`src/shared/cas_defs.svh`:
```
// named constants for the signaling and bandwidth-release block
`ifndef CAS_DEFS_SVH
`define CAS_DEFS_SVH
`define CAS_T1_SLOTS 5'h18
`define CAS_E1_SLOTS 5'h1F
`define CAS_MAX_SLOTS 31
`define CAS_MF_LAST 2'h3
`define CAS_MF_FIRST 2'h0
`define CAS_SIG_BIT 0
`define CAS_USER_KBPS 56
`define CAS_SIG_KBPS 8
`define CAS_ONE_SLOT 5'h01
`define CAS_ZERO_SLOT 5'h00
`define CAS_CNT_ZERO 16'h0000
`define CAS_CNT_STEP 16'h0001
`endif

```
`src/shared/cas_pkg.sv`:
```
// types shared by the signaling and bandwidth-release block
package cas_pkg;
  typedef enum logic {
    OFF_HOOK = 1'b0,
    ON_HOOK = 1'b1
  } hook_e;

  typedef struct packed {
    logic structured;
    logic cas_en;
    logic hook_en;
    logic e1;
    logic [4:0] ing_base;
    logic [4:0] eg_base;
    logic [4:0] count;
    logic [3:0] onhook_pat;
    logic [15:0] dummy_int;
  } cfg_s;

  typedef struct packed {
    logic valid;
    logic [4:0] slot;
    logic [7:0] data;
  } line_s;

  typedef struct packed {
    logic valid;
    logic dummy;
    logic cas;
    logic [4:0] offset;
    logic [7:0] payload;
    logic [3:0] abcd;
  } cell_s;
endpackage

```
`src/verilog/cas_signaling_bandwidth_release.sv`:
```
// signaling transport and on-hook bandwidth release for one emulated circuit
//
// What this block does
// - signaling works only for structured circuits, never clear-channel ones
// - after reset signaling follows cfg.cas_en at once; reset clears the gathered ABCD bits and the multiframe phase
// - ingress gathers ABCD bits from slot data and sends them with payload
// - egress strips carried ABCD and rebuilds line bytes in the configured slot
// - with signaling each slot carries 7 user bits, one signaling bit per frame
// - hook detection needs signaling enabled and a one-slot circuit
// - in hook mode one slot per end; ingress and egress slots may differ
// - in hook mode ingress keeps classifying the circuit on-hook or off-hook
// - off-hook the ingress sends payload for every circuit byte
// - on-hook the ingress sends only periodic dummy cells
// - hook changes never drop the connection or its reservation
// - T1 offers 24 slots and E1 offers 31
`timescale 1ns/1ns
`default_nettype none
`include "cas_defs.svh"

module cas_signaling_bandwidth_release
  import cas_pkg::*;
(
  input wire logic clk,
  input wire logic reset_n,
  input wire cfg_s cfg,
  input wire logic frame_start,
  input wire line_s line_in,
  input wire cell_s cell_in,
  output cell_s cell_out,
  output line_s line_out,
  output logic on_hook,
  output logic reserved
);

  // ----------------------------------------------------------------
  // configuration decode
  // ----------------------------------------------------------------
  logic [4:0] slot_limit;
  logic [5:0] ing_end;
  logic [5:0] eg_end;
  logic circuit_ok;
  logic cas_active;
  logic hook_active;
  logic in_circuit;
  logic [4:0] ing_offset;

  assign slot_limit = cfg.e1 ? `CAS_E1_SLOTS : `CAS_T1_SLOTS;
  assign ing_end = {1'b0, cfg.ing_base} + {1'b0, cfg.count};
  assign eg_end = {1'b0, cfg.eg_base} + {1'b0, cfg.count};
  // a circuit that spills past the port's last slot is never carried
  assign circuit_ok = !cfg.structured ||
    (cfg.count != `CAS_ZERO_SLOT && ing_end <= {1'b0, slot_limit} &&
     eg_end <= {1'b0, slot_limit});
  assign cas_active = cfg.structured && cfg.cas_en && circuit_ok;
  assign hook_active = cas_active && cfg.hook_en && (cfg.count == `CAS_ONE_SLOT);
  assign ing_offset = cfg.structured ? (line_in.slot - cfg.ing_base) : line_in.slot;
  assign in_circuit = line_in.valid && circuit_ok && line_in.slot < slot_limit &&
    (!cfg.structured || ({1'b0, line_in.slot} >= {1'b0, cfg.ing_base} &&
     {1'b0, line_in.slot} < ing_end));

  // ----------------------------------------------------------------
  // multiframe phase, shared by both directions of the line
  // ----------------------------------------------------------------
  logic [1:0] phase_q;
  logic [1:0] phase_d;

  always_comb begin
    phase_d = phase_q;
    if (frame_start) begin
      phase_d = phase_q + 2'h1;
    end
  end

  always_ff @(posedge clk) begin
    if (!reset_n) begin
      phase_q <= `CAS_MF_FIRST;
    end else begin
      phase_q <= phase_d;
    end
  end

  // ----------------------------------------------------------------
  // per-slot ABCD gathering
  // ----------------------------------------------------------------
  logic [3:0] abcd_all [`CAS_MAX_SLOTS];

  genvar gi;
  generate
    for (gi = 0; gi < `CAS_MAX_SLOTS; gi++) begin : g_slot
      logic [3:0] sh_q;
      logic [3:0] sh_d;
      logic [3:0] abcd_q;
      logic [3:0] abcd_d;
      logic hit;

      // only the signaling bit of each frame is sampled; four frames make A..D
      assign hit = cas_active && line_in.valid && line_in.slot == 5'(gi);

      always_comb begin
        sh_d = sh_q;
        abcd_d = abcd_q;
        if (hit) begin
          sh_d = {sh_q[2:0], line_in.data[`CAS_SIG_BIT]};
          if (phase_q == `CAS_MF_LAST) begin
            abcd_d = {sh_q[2:0], line_in.data[`CAS_SIG_BIT]};
          end
        end
      end

      always_ff @(posedge clk) begin
        if (!reset_n) begin
          sh_q <= 4'h0;
          abcd_q <= 4'h0;
        end else begin
          sh_q <= sh_d;
          abcd_q <= abcd_d;
        end
      end

      assign abcd_all[gi] = abcd_q;
    end
  endgenerate

  // ----------------------------------------------------------------
  // hook classification
  // ----------------------------------------------------------------
  hook_e hook_q;
  hook_e hook_d;
  logic on_match;

  assign on_match = abcd_all[cfg.ing_base] == cfg.onhook_pat;

  always_comb begin
    hook_d = hook_q;
    unique case (hook_q)
      OFF_HOOK: begin
        if (hook_active && on_match) begin
          hook_d = ON_HOOK;
        end
      end
      ON_HOOK: begin
        if (!hook_active || !on_match) begin
          hook_d = OFF_HOOK;
        end
      end
    endcase
  end

  always_ff @(posedge clk) begin
    if (!reset_n) begin
      hook_q <= OFF_HOOK;
    end else begin
      hook_q <= hook_d;
    end
  end

  // ----------------------------------------------------------------
  // ingress cell stream and dummy pacing
  // ----------------------------------------------------------------
  cell_s cell_q;
  cell_s cell_d;
  logic [15:0] dcnt_q;
  logic [15:0] dcnt_d;
  logic reserved_q;
  logic reserved_d;

  always_comb begin
    cell_d = '0;
    dcnt_d = `CAS_CNT_ZERO;
    // reservation follows configuration only, so hook state cannot drop it
    reserved_d = circuit_ok;
    if (hook_q == ON_HOOK) begin
      dcnt_d = dcnt_q;
      if (frame_start) begin
        if (dcnt_q >= cfg.dummy_int) begin
          dcnt_d = `CAS_CNT_ZERO;
          cell_d.valid = 1'b1;
          cell_d.dummy = 1'b1;
          cell_d.cas = 1'b1;
          cell_d.abcd = abcd_all[cfg.ing_base];
        end else begin
          dcnt_d = dcnt_q + `CAS_CNT_STEP;
        end
      end
    end else if (in_circuit) begin
      cell_d.valid = 1'b1;
      cell_d.offset = ing_offset;
      cell_d.payload = line_in.data;
      if (cas_active) begin
        // signaling bit slot is cleared: 7 user bits ride as payload
        cell_d.cas = 1'b1;
        cell_d.payload[`CAS_SIG_BIT] = 1'b0;
        cell_d.abcd = abcd_all[line_in.slot];
      end
    end
  end

  always_ff @(posedge clk) begin
    if (!reset_n) begin
      cell_q <= '0;
      dcnt_q <= `CAS_CNT_ZERO;
      reserved_q <= 1'b0;
    end else begin
      cell_q <= cell_d;
      dcnt_q <= dcnt_d;
      reserved_q <= reserved_d;
    end
  end

  // ----------------------------------------------------------------
  // egress rebuild
  // ----------------------------------------------------------------
  line_s lout_q;
  line_s lout_d;
  logic eg_take;

  assign eg_take = cell_in.valid && !cell_in.dummy && circuit_ok &&
    (cfg.structured ? cell_in.offset < cfg.count : cell_in.offset < slot_limit);

  always_comb begin
    lout_d = '0;
    if (eg_take) begin
      lout_d.valid = 1'b1;
      lout_d.slot = cfg.structured ? (cfg.eg_base + cell_in.offset) : cell_in.offset;
      lout_d.data = cell_in.payload;
      if (cas_active && cell_in.cas) begin
        lout_d.data[`CAS_SIG_BIT] = cell_in.abcd[`CAS_MF_LAST - phase_q];
      end
    end
  end

  always_ff @(posedge clk) begin
    if (!reset_n) begin
      lout_q <= '0;
    end else begin
      lout_q <= lout_d;
    end
  end

  assign cell_out = cell_q;
  assign line_out = lout_q;
  assign on_hook = (hook_q == ON_HOOK);
  assign reserved = reserved_q;
endmodule
`default_nettype wire
```
`config.mk`:
```
export PLATFORM = sky130hd
export DESIGN_NAME = cas_signaling_bandwidth_release
export DESIGN_NICKNAME = d
export VERILOG_FILES = /design/src/shared/cas_pkg.sv /design/src/verilog/cas_signaling_bandwidth_release.sv
export VERILOG_INCLUDE_DIRS = /design/src /design/src/shared
export SDC_FILE = /design/constraint.sdc
export NUM_CORES = 1
export LEC_CHECK = 0
export ABC_AREA = 1
export BUFFER_PORTS_ARGS = -buffer_cell sky130_fd_sc_hd__buf_2
export CELL_PAD_IN_SITES_DETAIL_PLACEMENT = 0
export CELL_PAD_IN_SITES_GLOBAL_PLACEMENT = 1
export CORE_ASPECT_RATIO = 0.8
export CORE_MARGIN = 4
export CORE_UTILIZATION = 25
export CTS_CLUSTER_DIAMETER = 80
export DETAILED_ROUTE_END_ITERATION = 7
export MAX_ROUTING_LAYER = met4
export PLACE_DENSITY_LB_ADDON = 0.08
export SLEW_MARGIN = 20
export SYNTH_ARGS = -nofsm -noshare
export SYNTH_HDL_FRONTEND = slang
export SYNTH_SLANG_ARGS = --single-unit
```
`constraint.sdc`:
```
create_clock -name clk -period 3.14 [get_ports clk]
set_input_delay 0.628 -clock clk [delete_from_list [all_inputs] [get_ports clk]]
set_output_delay 0.628 -clock clk [all_outputs]
set_load 0.02 [all_outputs]
```
==> flow_results.xml, run 1 <==
<?xml version="1.0" encoding="UTF-8"?>
<metrics>
  <group name="setup_path">
    <metric name="cp.arrival" unit="ps">3490</metric>
    <metric name="crit_fanout" unit="">30</metric>
    <metric name="largest_incremental_delay_on_the_critical_path" unit="ps">400</metric>
    <metric name="cpLargestDelayFamily" unit="">adder cells</metric>
    <metric name="timing.critical_path.slowest_stage_cell" unit="">fa_2</metric>
    <metric name="timing.critical_path.cells" unit="">buf_2, ha_2, fa_2, xor2_2, ha_1, nand2_1, nand2_1, o21a_1, nand3_1, nand4_2, nor2_4, buf_4, buf_12, buf_12, buf_4, nand4_1, a21oi_1</metric>
    <metric name="element_type_at_the_critical_path_start" unit="">input port</metric>
    <metric name="critical_path_required" unit="ps">3620</metric>
    <metric name="critPathKind" unit="">input port to register</metric>
    <metric name="critical_path.endpoint_type" unit="">register</metric>
    <metric name="path_buf_inv" unit="">5</metric>
  </group>
  <group name="die">
    <metric name="die_w" unit="um">276</metric>
    <metric name="die_area" unit="um^2">61500</metric>
    <metric name="fp.coreArea" unit="um^2">56800</metric>
    <metric name="design.portCount" unit="">112</metric>
    <metric name="placementRows" unit="">78</metric>
    <metric name="die_height" unit="um">223</metric>
    <metric name="initial_core_util" unit="%">25.3</metric>
  </group>
  <group name="placed_design">
    <metric name="io_buffer_count" unit="">111</metric>
    <metric name="detailedPlace.worstSlack" unit="ps">-535</metric>
    <metric name="gp_congestion" unit="">0.826</metric>
    <metric name="dp_hpwl" unit="um">39200</metric>
  </group>
  <group name="timing">
    <metric name="finalHoldViolations" unit="">0</metric>
    <metric name="report.final.setup_viol" unit="">0</metric>
    <metric name="rsz0062_at_grt" unit="">false</metric>
    <metric name="fmax" unit="MHz">332</metric>
    <metric name="worst-slew-pin-transition" unit="ps">797</metric>
    <metric name="maxSlewViolCount" unit="">0</metric>
    <metric name="finalHoldWorstSlack" unit="ps">301</metric>
    <metric name="min_period" unit="ps">3010</metric>
    <metric name="slew_headroom" unit="%">46.8</metric>
    <metric name="timing.final.crit_share" unit="%">95.9</metric>
    <metric name="finClkSkew" unit="ps">11.7</metric>
    <metric name="final.setup.worst_slack" unit="ps">129</metric>
  </group>
  <group name="cts">
    <metric name="max-clock-path-buffers" unit="">3</metric>
    <metric name="clkSlewWorstSetupHoldPaths" unit="ps">60</metric>
    <metric name="root_buffer_cell" unit="">clkbuf_16</metric>
    <metric name="cts_made_buffers" unit="">34</metric>
    <metric name="cts-htree-levels" unit="">2</metric>
    <metric name="tritoncts" unit="">built</metric>
    <metric name="number_of_clock_sinks" unit="">271</metric>
    <metric name="clk-insertion-delay-late" unit="ps">550</metric>
  </group>
  <group name="layout">
    <metric name="n_antenna_cell" unit="">0</metric>
    <metric name="fill_count" unit="">6293</metric>
    <metric name="nets" unit="">2356</metric>
    <metric name="drive_above_1_share" unit="%">14.4</metric>
    <metric name="mostFrequentLayoutCells" unit="">nand2_1 (468), dfxtp_1 (271), a21oi_1 (264)</metric>
    <metric name="layout_commonest_cell" unit="">nand2_1</metric>
    <metric name="areaGrowthSynthToFinish" unit="%">23.8</metric>
    <metric name="post-route-util" unit="%">31.4</metric>
  </group>
  <group name="synth">
    <metric name="postSynth.topFlopCell" unit="">dfxtp_1</metric>
    <metric name="async_reset_ff_share" unit="%">0</metric>
    <metric name="ys_seq_elements" unit="">271</metric>
    <metric name="count_of_flip_flops_with_a_built_in_enable_after_synthesis" unit="">0</metric>
    <metric name="yosys_warnings" unit="">0</metric>
    <metric name="synth_seq_area_share" unit="%">37.7</metric>
    <metric name="post_syn_area" unit="um^2">14400</metric>
    <metric name="syn-num-nets" unit="">2205</metric>
    <metric name="syn-instance-count" unit="">2070</metric>
    <metric name="syn-mean-instance-area" unit="um^2">6.95</metric>
    <metric name="netlist-cell-type-count" unit="">43</metric>
  </group>
  <group name="power">
    <metric name="powerDensity" unit="nW/um^2">485</metric>
    <metric name="vdd.ir_drop.worst" unit="uV">349</metric>
    <metric name="leakagePower" unit="nW">6.86</metric>
  </group>
  <group name="outcome">
    <metric name="run_status" unit="">finished, final reports clean</metric>
  </group>
  <group name="drt">
    <metric name="drt-vias-per-instance" unit="">4.88</metric>
    <metric name="routed_wl" unit="um">55600</metric>
    <metric name="detail-route-antenna-nets" unit="">0</metric>
    <metric name="initialDrtViolationCount" unit="">1049</metric>
    <metric name="detail_route.drc_violations" unit="">0</metric>
    <metric name="detailroute.via_count" unit="">14700</metric>
    <metric name="route.detailed.wl_per_inst" unit="um">18.5</metric>
    <metric name="first_pass_iters" unit="">8</metric>
  </group>
  <group name="grt">
    <metric name="overflow" unit="">0</metric>
    <metric name="globalRouteTotalUtil" unit="%">17.9</metric>
    <metric name="grt_pass1_vias" unit="">14000</metric>
    <metric name="antenna_found_initial" unit="">0</metric>
    <metric name="largest_net_degree_at_the_start_of_global_routing" unit="">66</metric>
    <metric name="first_pass_grt_wire_length" unit="um">85100</metric>
  </group>
  <group name="worst_hold_path">
    <metric name="holdCritPathClass" unit="">input port to register</metric>
  </group>
  <group name="job">
    <metric name="drv.max_cap_violation_count" unit="">0</metric>
  </group>
</metrics>
-- layout make-up --
cell class | count | area (um^2) | area share [%]
Multi-Input combinational cell | 1515 | 7820 | 43.9
Sequential cell | 271 | 5430 | 30.5
Timing Repair Buffer | 244 | 1870 | 10.5
Clock buffer | 57 | 1110 | 6.24
Tap cell | 760 | 951 | 5.34
Inverter | 155 | 587 | 3.29
Clock inverter | 4 | 48.8 | 0.274
-- per-stage QoR --
stage,TNS [ps],power (W),instances,instance area (um^2)
after floorplan,0,0.00413,2070,14400
after global placement,-65270,0.00459,2938,16500
after detailed placement,-92750,0.00459,2938,16500
after CTS,0,0.00877,2999,17600
after global routing,0,0.00902,3006,17800
final,0,0.00863,3006,17800
-- logic make-up after synthesis --
| logic type | count (synthesis) | share of synthesized area [%] |
|---|---|---|
| AOI/OAI and AO/OA | 431 | 16.1 |
| xor gates and xnor gates | 16 | 0.974 |
| adders and majority gates | 59 | 5.34 |
| buffers and inverters | 284 | 8.49 |
| DFF | 271 | 37.7 |
| and+or+nand+nor | 1009 | 31.4 |
-- flip-flops by register name (all words and copies together), names as in the netlist --
name,count
g_slot.abcd_q,124
g_slot.sh_q,93
cell_out,20
dcnt_q,16
line_out,14
phase_q,2
on_hook,1
reserved,1
-- layer usage --
metal / track usage [%] / routed length (um) / up-vias / part of all wire (%)
met1: 25.6 / 28100 / 6911 / 50
met4: 4.18 / 1020 / 0 / 1.8
li1: - / - / 7426 / -
met2: 26.4 / 24000 / 255 / 43
met3: 3.11 / 2520 / 67 / 4.5
met5: - / 0 / - / 0
-- cell usage after synthesis, types with 2 or more instances --
cell	n	share of area, %
a211oi_1	3	0.16
a21oi_1	265	9.2
a22oi_1	11	0.57
a31oi_1	4	0.17
and3_1	2	0.087
buf_1	4	0.10
buf_2	21	0.73
buf_4	10	0.52
buf_6	12	0.94
clkbuf_1	81	2.1
clkinv_1	2	0.052
dfxtp_1	271	38
fa_1	4	0.56
ha_1	55	4.8
inv_1	150	3.9
inv_2	3	0.078
nand2_1	469	12
nand3_1	213	7.4
nand3_2	2	0.14
nand3b_1	6	0.31
nand4_1	144	6.3
nor2_1	146	3.8
nor2_2	2	0.087
nor3_1	18	0.63
o211ai_1	18	0.94
o21a_1	3	0.16
o21ai_0	95	3.3
o21bai_1	2	0.10
o221ai_1	4	0.24
o22ai_1	21	0.91
o31ai_1	2	0.10
or2_2	2	0.087
xnor2_1	7	0.43
xor2_1	9	0.55
-- tightest hold or removal path, delay by kind of cell --
family	cells	cell delay, ps
buffers and inverters	2	140
AND/OR/NAND/NOR	1	30
-- where the power goes --
part	switching, W	leakage, nW	internal, W
Combinational	0.000699	4.11	0.000373
Clock	0.00161	0.572	0.00249
Sequential	0.00000653	2.18	0.00346
Total	0.00232	6.86	0.00632
-- repair_timing --
item / in CTS / in global routing
setup buffers: 0 / 4
endpoints found under the setup margin: 0 / 176
resized for setup: 0 / 20
hold buffers: 0 / 0
-- final timing paths --
| check | from | to | slack [ps] | depth (start not counted) |
|---|---|---|---|---|
| max | cfg[20] | g_slot[16].abcd_q[3] | 130 | 17 |
| min reg2reg | g_slot[30].sh_q[2] | g_slot[30].sh_q[2] | 460 | 2 |
| min | cell_in[5] | line_out[1] | 300 | 3 |
| max reg2reg | dcnt_q[3] | dcnt_q[9] | 1020 | 10 |
(Power assumes the default switching activity.)
==> run 2, diff against run 1 <==
ABC_AREA = default   (was 1)
CORE_ASPECT_RATIO = 0.75   (was 0.8)
GPL_ROUTABILITY_DRIVEN = 1   (was default)
==> run 2 against run 1 <==
Compared with the run above:
- non-clock buffer count shrank 24
- sequential power is essentially flat
- combinational power shrank 6%
- final cell count shrank 24%
- global-route usage shrank 2.3 points
==> flow_results.xml, run 2 <==
<?xml version="1.0" encoding="UTF-8"?>
<metrics>
  <group name="setup_path">
    <metric name="cpLargestDelayFamily" unit="">adder cells</metric>
    <metric name="ff2ff_setup_slack" unit="ps">840</metric>
    <metric name="reg2regPathDepth" unit="">7</metric>
    <metric name="timing.critical_path.slowest_stage_cell" unit="">fa_1</metric>
    <metric name="rr_startpoint" unit="">g_slot[0].abcd_q[2]</metric>
    <metric name="endpoint_of_the_worst_slack_reg_to_reg_timing_path" unit="">on_hook</metric>
    <metric name="cp.arrival" unit="ps">3500</metric>
    <metric name="critical_path.endpoint_type" unit="">register</metric>
    <metric name="timing.critical_path.cells" unit="">buf_4, ha_4, inv_2, fa_1, inv_2, ha_4, nor2b_1, o21a_1, o211a_1, a221oi_2, and3_4, buf_12, and3_2, mux2i_1</metric>
    <metric name="path_buf_inv" unit="">4</metric>
    <metric name="largest_incremental_delay_on_the_critical_path" unit="ps">420</metric>
    <metric name="element_type_at_the_critical_path_start" unit="">input port</metric>
    <metric name="crit_fanout" unit="">16</metric>
    <metric name="critPathKind" unit="">input port to register</metric>
    <metric name="critical_path_required" unit="ps">3630</metric>
  </group>
  <group name="synth">
    <metric name="syn-mean-instance-area" unit="um^2">10.3</metric>
    <metric name="post_syn_area" unit="um^2">14000</metric>
    <metric name="syn-num-nets" unit="">1500</metric>
    <metric name="ys_top_cells_by_area" unit="">dfxtp_1 (39%), mux2i_1 (18%), mux4_2 (8.4%)</metric>
    <metric name="muxShareOfSynthArea" unit="%">27.8</metric>
    <metric name="synth-compound-area-share" unit="%">5.67</metric>
    <metric name="postSynth.topFlopCell" unit="">dfxtp_1</metric>
    <metric name="yosys_warnings" unit="">0</metric>
    <metric name="synth_seq_area_share" unit="%">38.7</metric>
    <metric name="post_synth_xor_area_fraction" unit="%">2.06</metric>
    <metric name="synthAdderAreaFrac" unit="%">5.48</metric>
    <metric name="synth_simple_gate_area_share" unit="%">16.2</metric>
    <metric name="synth_top_cells_by_count" unit="">dfxtp_1 (271), mux2i_1 (246), nand2_1 (243)</metric>
    <metric name="most_used_standard_cell_by_instance_count_after_synthesis" unit="">dfxtp_1</metric>
    <metric name="ys_seq_elements" unit="">271</metric>
    <metric name="synth_top_family_by_area" unit="">multiplexers</metric>
    <metric name="synth.top_cell.area_share" unit="%">38.7</metric>
    <metric name="count_of_flip_flops_with_a_built_in_enable_after_synthesis" unit="">0</metric>
    <metric name="netlist-cell-type-count" unit="">65</metric>
    <metric name="syn-instance-count" unit="">1365</metric>
    <metric name="synth.largest_area_cell" unit="">dfxtp_1</metric>
    <metric name="async_reset_ff_share" unit="%">0</metric>
  </group>
  <group name="layout">
    <metric name="areaGrowthSynthToFinish" unit="%">23.8</metric>
    <metric name="nets" unit="">1670</metric>
    <metric name="largest_register_ffs" unit="">124</metric>
    <metric name="layout_commonest_cell" unit="">dfxtp_1</metric>
    <metric name="top_register" unit="">g_slot.abcd_q</metric>
    <metric name="drive_above_1_share" unit="%">26.0</metric>
    <metric name="mostFrequentLayoutCells" unit="">dfxtp_1 (271), mux2i_1 (246), nand2_1 (242)</metric>
  </group>
  <group name="power">
    <metric name="p_switching" unit="W">0.00211</metric>
    <metric name="power.combinational.fraction" unit="%">12.4</metric>
    <metric name="fin_total_pwr" unit="W">0.00817</metric>
    <metric name="pint" unit="W">0.00606</metric>
    <metric name="vdd.ir_drop.worst" unit="uV">347</metric>
    <metric name="powerDensity" unit="nW/um^2">471</metric>
    <metric name="proportion_of_power_drawn_by_flip_flops_and_latches" unit="%">42.4</metric>
    <metric name="switching_share_of_total_power" unit="%">25.8</metric>
    <metric name="leakagePower" unit="nW">7.68</metric>
    <metric name="clock_network_fraction_of_total_power" unit="%">45.2</metric>
  </group>
  <group name="drt">
    <metric name="detail_route.wirelength.met1" unit="um">24700</metric>
    <metric name="met2RoutedLength" unit="um">18300</metric>
    <metric name="routed_wl" unit="um">46300</metric>
    <metric name="detail-route-antenna-nets" unit="">0</metric>
    <metric name="initialDrtViolationCount" unit="">509</metric>
    <metric name="met3_wirelength" unit="um">2490</metric>
    <metric name="routed.top_layer" unit="">met4</metric>
    <metric name="first_pass_iters" unit="">5</metric>
    <metric name="detailroute.via_count" unit="">10600</metric>
    <metric name="route.detailed.wl_per_inst" unit="um">20.3</metric>
    <metric name="drt-vias-per-instance" unit="">4.64</metric>
    <metric name="detail_route.drc_violations" unit="">0</metric>
  </group>
  <group name="placed_design">
    <metric name="gp_congestion" unit="">0.800</metric>
    <metric name="io_buffer_count" unit="">111</metric>
    <metric name="detailedPlace.worstSlack" unit="ps">-564</metric>
    <metric name="dp_hpwl" unit="um">34600</metric>
  </group>
  <group name="cts">
    <metric name="cts_made_buffers" unit="">31</metric>
    <metric name="number_of_clock_sinks" unit="">271</metric>
    <metric name="clk-insertion-delay-late" unit="ps">580</metric>
    <metric name="root_buffer_cell" unit="">clkbuf_16</metric>
    <metric name="clkSlewWorstSetupHoldPaths" unit="ps">60</metric>
    <metric name="cts-htree-levels" unit="">1</metric>
    <metric name="max-clock-path-buffers" unit="">3</metric>
    <metric name="tritoncts" unit="">built</metric>
  </group>
  <group name="worst_hold_path">
    <metric name="holdCritPathClass" unit="">input port to register</metric>
    <metric name="worst_hold_path.num_cells" unit="">2</metric>
    <metric name="min-delay-start" unit="">line_in[5]</metric>
    <metric name="worst_hold_path.endpoint" unit="">cell_out[9]</metric>
  </group>
  <group name="outcome">
    <metric name="run_status" unit="">finished, final reports clean</metric>
  </group>
  <group name="timing">
    <metric name="final.setup.worst_slack" unit="ps">131</metric>
    <metric name="worst-slew-pin-transition" unit="ps">956</metric>
    <metric name="maxSlewViolCount" unit="">0</metric>
    <metric name="timing.final.crit_share" unit="%">95.8</metric>
    <metric name="report.final.setup_viol" unit="">0</metric>
    <metric name="rsz0062_at_grt" unit="">false</metric>
    <metric name="finClkSkew" unit="ps">16.7</metric>
    <metric name="slew_headroom" unit="%">36.3</metric>
    <metric name="finalHoldViolations" unit="">0</metric>
    <metric name="setup_tns" unit="ps">0</metric>
    <metric name="fmax" unit="MHz">332</metric>
    <metric name="min_period" unit="ps">3010</metric>
  </group>
  <group name="job">
    <metric name="drv.max_cap_violation_count" unit="">0</metric>
  </group>
  <group name="die">
    <metric name="initial_core_util" unit="%">25.5</metric>
    <metric name="die_w" unit="um">281</metric>
    <metric name="die_area" unit="um^2">59900</metric>
    <metric name="fp.coreArea" unit="um^2">54900</metric>
    <metric name="design.portCount" unit="">112</metric>
    <metric name="die_height" unit="um">213</metric>
    <metric name="placementRows" unit="">74</metric>
  </group>
  <group name="grt">
    <metric name="first_pass_grt_wire_length" unit="um">69300</metric>
    <metric name="grt_pass1_vias" unit="">10700</metric>
    <metric name="globalRouteTotalUtil" unit="%">15.7</metric>
    <metric name="overflow" unit="">0</metric>
    <metric name="antenna_found_initial" unit="">1</metric>
    <metric name="largest_net_degree_at_the_start_of_global_routing" unit="">172</metric>
  </group>
</metrics>
run 2: cell count changes in the layout (fill, tap and decap cells not counted), moves of 17 or more:
cell	delta
mux2i_1	+246
a21oi_1	-237
nand2_1	-226
nand3_1	-195
nand4_1	-136
inv_1	-107
nor2_1	-83
o21ai_0	-79
mux4_2	+52
and2_1	+21
nand3_2	+20
a21o_1	+17
o22ai_1	-17
run 2: worst max path at each step:
stage | start | end | slack [ps] | depth (start not counted)
2_1_floorplan | cfg[20] | g_slot[10].sh_q[0] | -110 | 15
4_1_cts | cfg[20] | g_slot[13].sh_q[2] | 40 | 14
5_1_grt | cfg[20] | line_out[1] | 20 | 14
3_3_place_gp | cfg[20] | g_slot[10].abcd_q[0] | -580 | 14
3_5_place_dp | cfg[20] | g_slot[13].sh_q[1] | -560 | 14
6_report | cfg[25] | g_slot[21].sh_q[1] | 130 | 14
run 2: layout make-up:
cell class / count / area, um^2
fill: 5712 / 37600
clock buffer: 47 / 936
timing repair buffer: 220 / 1570
tap: 722 / 903
clock inverter: 6 / 86.3
inverter: 47 / 176
multi-input combinational: 964 / 8240
sequential: 271 / 5430
antenna: 2 / 5.00
run 2: through the flow:
step	utilization [%]	cells	area (um^2)	hold slack [ps]
2_1_floorplan	-	1365	14200	440
3_3_place_gp	29.5	2222	16200	456
3_5_place_dp	29.6	2222	16200	463
4_1_cts	31.4	2275	17300	208
5_1_grt	31.6	2278	17300	220
6_report	31.6	2279	17300	247
run 2: cells by family (layout without fill, tap and decap cells):
| kind of cell | Yosys count | count (layout) |
|---|---|---|
| other cells | 0 | 2 |
| compound gates | 115 | 115 |
| mux | 310 | 310 |
| simple gates | 447 | 447 |
| xor+xnor | 33 | 33 |
| flops | 271 | 271 |
| buf+inv | 130 | 320 |
| fa+ha+maj | 59 | 59 |
run 2: per-layer routing:
metal,vias up,global-route usage (%)
li1,5184,-
met1,5114,23.8
met2,225,21.5
met3,47,3.03
met4,0,2.78
met5,-,-
run 2: what timing repair did:
item | in CTS | in global routing
gates resized for setup | 0 | 20
hold buffers | 0 | 0
buffers inserted | 0 | 2
setup endpoints to repair | 0 | 115
run 2: power groups by stage:
stage	combinational, W	sequential (W)	clock, W
3_3_place_gp	0.000997	0.00354	0
5_1_grt	0.00110	0.00346	0.00396
4_1_cts	0.000999	0.00346	0.00384
2_1_floorplan	0.000577	0.00356	0
3_5_place_dp	0.000995	0.00354	0
6_report	0.00101	0.00346	0.00369
run 2: worst reg2reg max path, delay by kind of cell (launching register included):
kind	cells	cell delay (ps)
DFF	1	370
buffers and inverters	1	160
xor gates and xnor gates	1	180
muxes	2	750
and+or+nand+nor	2	680
AOI/OAI and AO/OA	1	60
==> run 3, diff against run 2 <==
CTS_BUF_LIST = sky130_fd_sc_hd__clkbuf_4 sky130_fd_sc_hd__clkbuf_8   (was default)
==> run 3 against run 2 <==
Compared with the run above:
- critical path depth increased by 1
- sequential share of layout area decreased by 0.076 points
- setup slack got worse by 32 ps
- design area increased by 0.24%
- power increased by 1.1%
- first-iteration DRC count decreased by 13%
- critical path type unchanged
==> flow_results.xml, run 3 (synthesized netlist as in run 2, its figures left out) <==
<?xml version="1.0" encoding="UTF-8"?>
<metrics>
  <group name="outcome">
    <metric name="run_status" unit="">finished, final reports clean</metric>
  </group>
  <group name="worst_hold_path">
    <metric name="worst_hold_path.num_cells" unit="">2</metric>
    <metric name="holdCritPathClass" unit="">input port to register</metric>
  </group>
  <group name="cts">
    <metric name="cts_hold_repair.buffers" unit="">0</metric>
    <metric name="clkSlewWorstSetupHoldPaths" unit="ps">60</metric>
    <metric name="root_buffer_cell" unit="">clkbuf_8</metric>
    <metric name="clk-insertion-delay-late" unit="ps">640</metric>
    <metric name="number_of_clock_sinks" unit="">271</metric>
    <metric name="max-clock-path-buffers" unit="">3</metric>
    <metric name="cts_made_buffers" unit="">49</metric>
    <metric name="cts-htree-levels" unit="">2</metric>
    <metric name="tritoncts" unit="">built</metric>
  </group>
  <group name="grt">
    <metric name="globalRouteTotalUtil" unit="%">15.9</metric>
    <metric name="antenna_found_initial" unit="">1</metric>
    <metric name="largest_net_degree_at_the_start_of_global_routing" unit="">172</metric>
    <metric name="overflow" unit="">0</metric>
    <metric name="grt_pass1_vias" unit="">10900</metric>
    <metric name="first_pass_grt_wire_length" unit="um">69800</metric>
  </group>
  <group name="setup_path">
    <metric name="timing.critical_path.slowest_stage_cell" unit="">fa_1</metric>
    <metric name="reg2regPathDepth" unit="">9</metric>
    <metric name="cp.arrival" unit="ps">3600</metric>
    <metric name="timing.critical_path.cells" unit="">buf_2, buf_4, ha_1, fa_1, a21o_1, a21oi_1, xor2_1, ha_1, a21oi_1, o21ai_0, a311oi_2, buf_4, o211a_1, buf_12, and2_1</metric>
    <metric name="crit_fanout" unit="">8</metric>
    <metric name="critical_path_required" unit="ps">3700</metric>
    <metric name="critical_path.endpoint_type" unit="">register</metric>
    <metric name="critPathKind" unit="">input port to register</metric>
    <metric name="element_type_at_the_critical_path_start" unit="">input port</metric>
    <metric name="largest_incremental_delay_on_the_critical_path" unit="ps">410</metric>
  </group>
  <group name="drt">
    <metric name="detail_route.wirelength.met1" unit="um">24800</metric>
    <metric name="detailroute.via_count" unit="">10600</metric>
    <metric name="detail-route-antenna-nets" unit="">0</metric>
    <metric name="met2RoutedLength" unit="um">18200</metric>
    <metric name="routed_wl" unit="um">46500</metric>
    <metric name="route.detailed.wl_per_inst" unit="um">20.1</metric>
    <metric name="detail_route.drc_violations" unit="">0</metric>
    <metric name="met3_wirelength" unit="um">2700</metric>
    <metric name="first_pass_iters" unit="">4</metric>
    <metric name="initialDrtViolationCount" unit="">443</metric>
    <metric name="drt-vias-per-instance" unit="">4.59</metric>
    <metric name="routed.top_layer" unit="">met4</metric>
  </group>
  <group name="layout">
    <metric name="fill_count" unit="">5717</metric>
    <metric name="largest_register_ffs" unit="">124</metric>
    <metric name="top_register" unit="">g_slot.abcd_q</metric>
    <metric name="mostFrequentLayoutCells" unit="">dfxtp_1 (271), mux2i_1 (246), nand2_1 (242)</metric>
    <metric name="fin_cells" unit="">2315</metric>
    <metric name="layout_commonest_cell" unit="">dfxtp_1</metric>
    <metric name="areaGrowthSynthToFinish" unit="%">24.1</metric>
    <metric name="drive_above_1_share" unit="%">27.4</metric>
    <metric name="nets" unit="">1687</metric>
  </group>
  <group name="timing">
    <metric name="setup_tns" unit="ps">0</metric>
    <metric name="rsz0062_at_grt" unit="">false</metric>
    <metric name="worst-slew-pin-transition" unit="ps">956</metric>
    <metric name="finClkSkew" unit="ps">25.1</metric>
    <metric name="min_period" unit="ps">3040</metric>
    <metric name="finalHoldViolations" unit="">0</metric>
    <metric name="report.final.setup_viol" unit="">0</metric>
    <metric name="fmax" unit="MHz">329</metric>
    <metric name="slew_headroom" unit="%">36.3</metric>
    <metric name="timing.final.crit_share" unit="%">96.8</metric>
    <metric name="final.setup.worst_slack" unit="ps">99.3</metric>
    <metric name="maxSlewViolCount" unit="">0</metric>
  </group>
  <group name="die">
    <metric name="placementRows" unit="">74</metric>
    <metric name="fp.coreArea" unit="um^2">54900</metric>
    <metric name="design.portCount" unit="">112</metric>
    <metric name="die_w" unit="um">281</metric>
    <metric name="initial_core_util" unit="%">25.5</metric>
    <metric name="die_height" unit="um">213</metric>
    <metric name="die_area" unit="um^2">59900</metric>
  </group>
  <group name="placed_design">
    <metric name="io_buffer_count" unit="">111</metric>
    <metric name="dp_hpwl" unit="um">34600</metric>
    <metric name="gp_congestion" unit="">0.800</metric>
    <metric name="detailedPlace.worstSlack" unit="ps">-564</metric>
    <metric name="placed_cells_incl_taps" unit="">2222</metric>
  </group>
  <group name="power">
    <metric name="powerDensity" unit="nW/um^2">475</metric>
    <metric name="leakagePower" unit="nW">7.78</metric>
    <metric name="vdd.ir_drop.worst" unit="uV">272</metric>
  </group>
  <group name="job">
    <metric name="drv.max_cap_violation_count" unit="">0</metric>
  </group>
</metrics>
run 3: critical path, delay by kind of cell:
kind                     cells  cell delay [ps]
AO/OA/AOI/OAI                6             1090
buffers and inverters        4              590
AND/OR/NAND/NOR              1              120
adder cells (fa/ha/maj)      3              920
XOR/XNOR                     1              250
run 3: metrics by stage:
stage               area, um^2  hold slack (ps)  total power [W]  util, %
global placement         16200              456          0.00454     29.5
detailed placement       16200              463          0.00453     29.6
CTS                      17400              138          0.00844     31.6
floorplan                14200              440          0.00414        -
global route             17400              157          0.00867     31.7
finish                   17400              207          0.00826     31.7
run 3: where the power goes:
part,internal [W],switching [W]
Clock,0.00218,0.00163
Sequential,0.00346,0.00000597
Combinational,0.000405,0.000587
Total,0.00604,0.00222
run 3: final cells by class:
class,instances,area (um^2),area share (%)
clock inverter,14,134,0.770
inverter,47,176,1.01
clock buffer,77,991,5.70
sequential,271,5430,31.2
tap,722,903,5.19
multi-input combinational,964,8210,47.2
timing repair buffer,219,1550,8.92
antenna,1,2.50,0.0144
run 3: per-layer routing:
layer / up-vias / global-route usage, %
met4: 0 / 3.79
met3: 54 / 3.84
met2: 222 / 21.5
met5: - / -
met1: 5132 / 23.7
li1: 5229 / -
run 3: path summary, 6_finish.rpt:
check,startpoint,end,slack [ps]
worst max register to register,dcnt_q[9],cell_out[2],860
worst max-delay path,cfg[20],cell_out[13],100
worst min register to register,g_slot[20].sh_q[2],g_slot[20].abcd_q[3],470
worst min-delay path,line_in[4],cell_out[8],210
run 3: timing repair:
item | CTS | global route
buffers inserted | 0 | 1
setup endpoints to repair | 0 | 30
resized for setup | 0 | 7
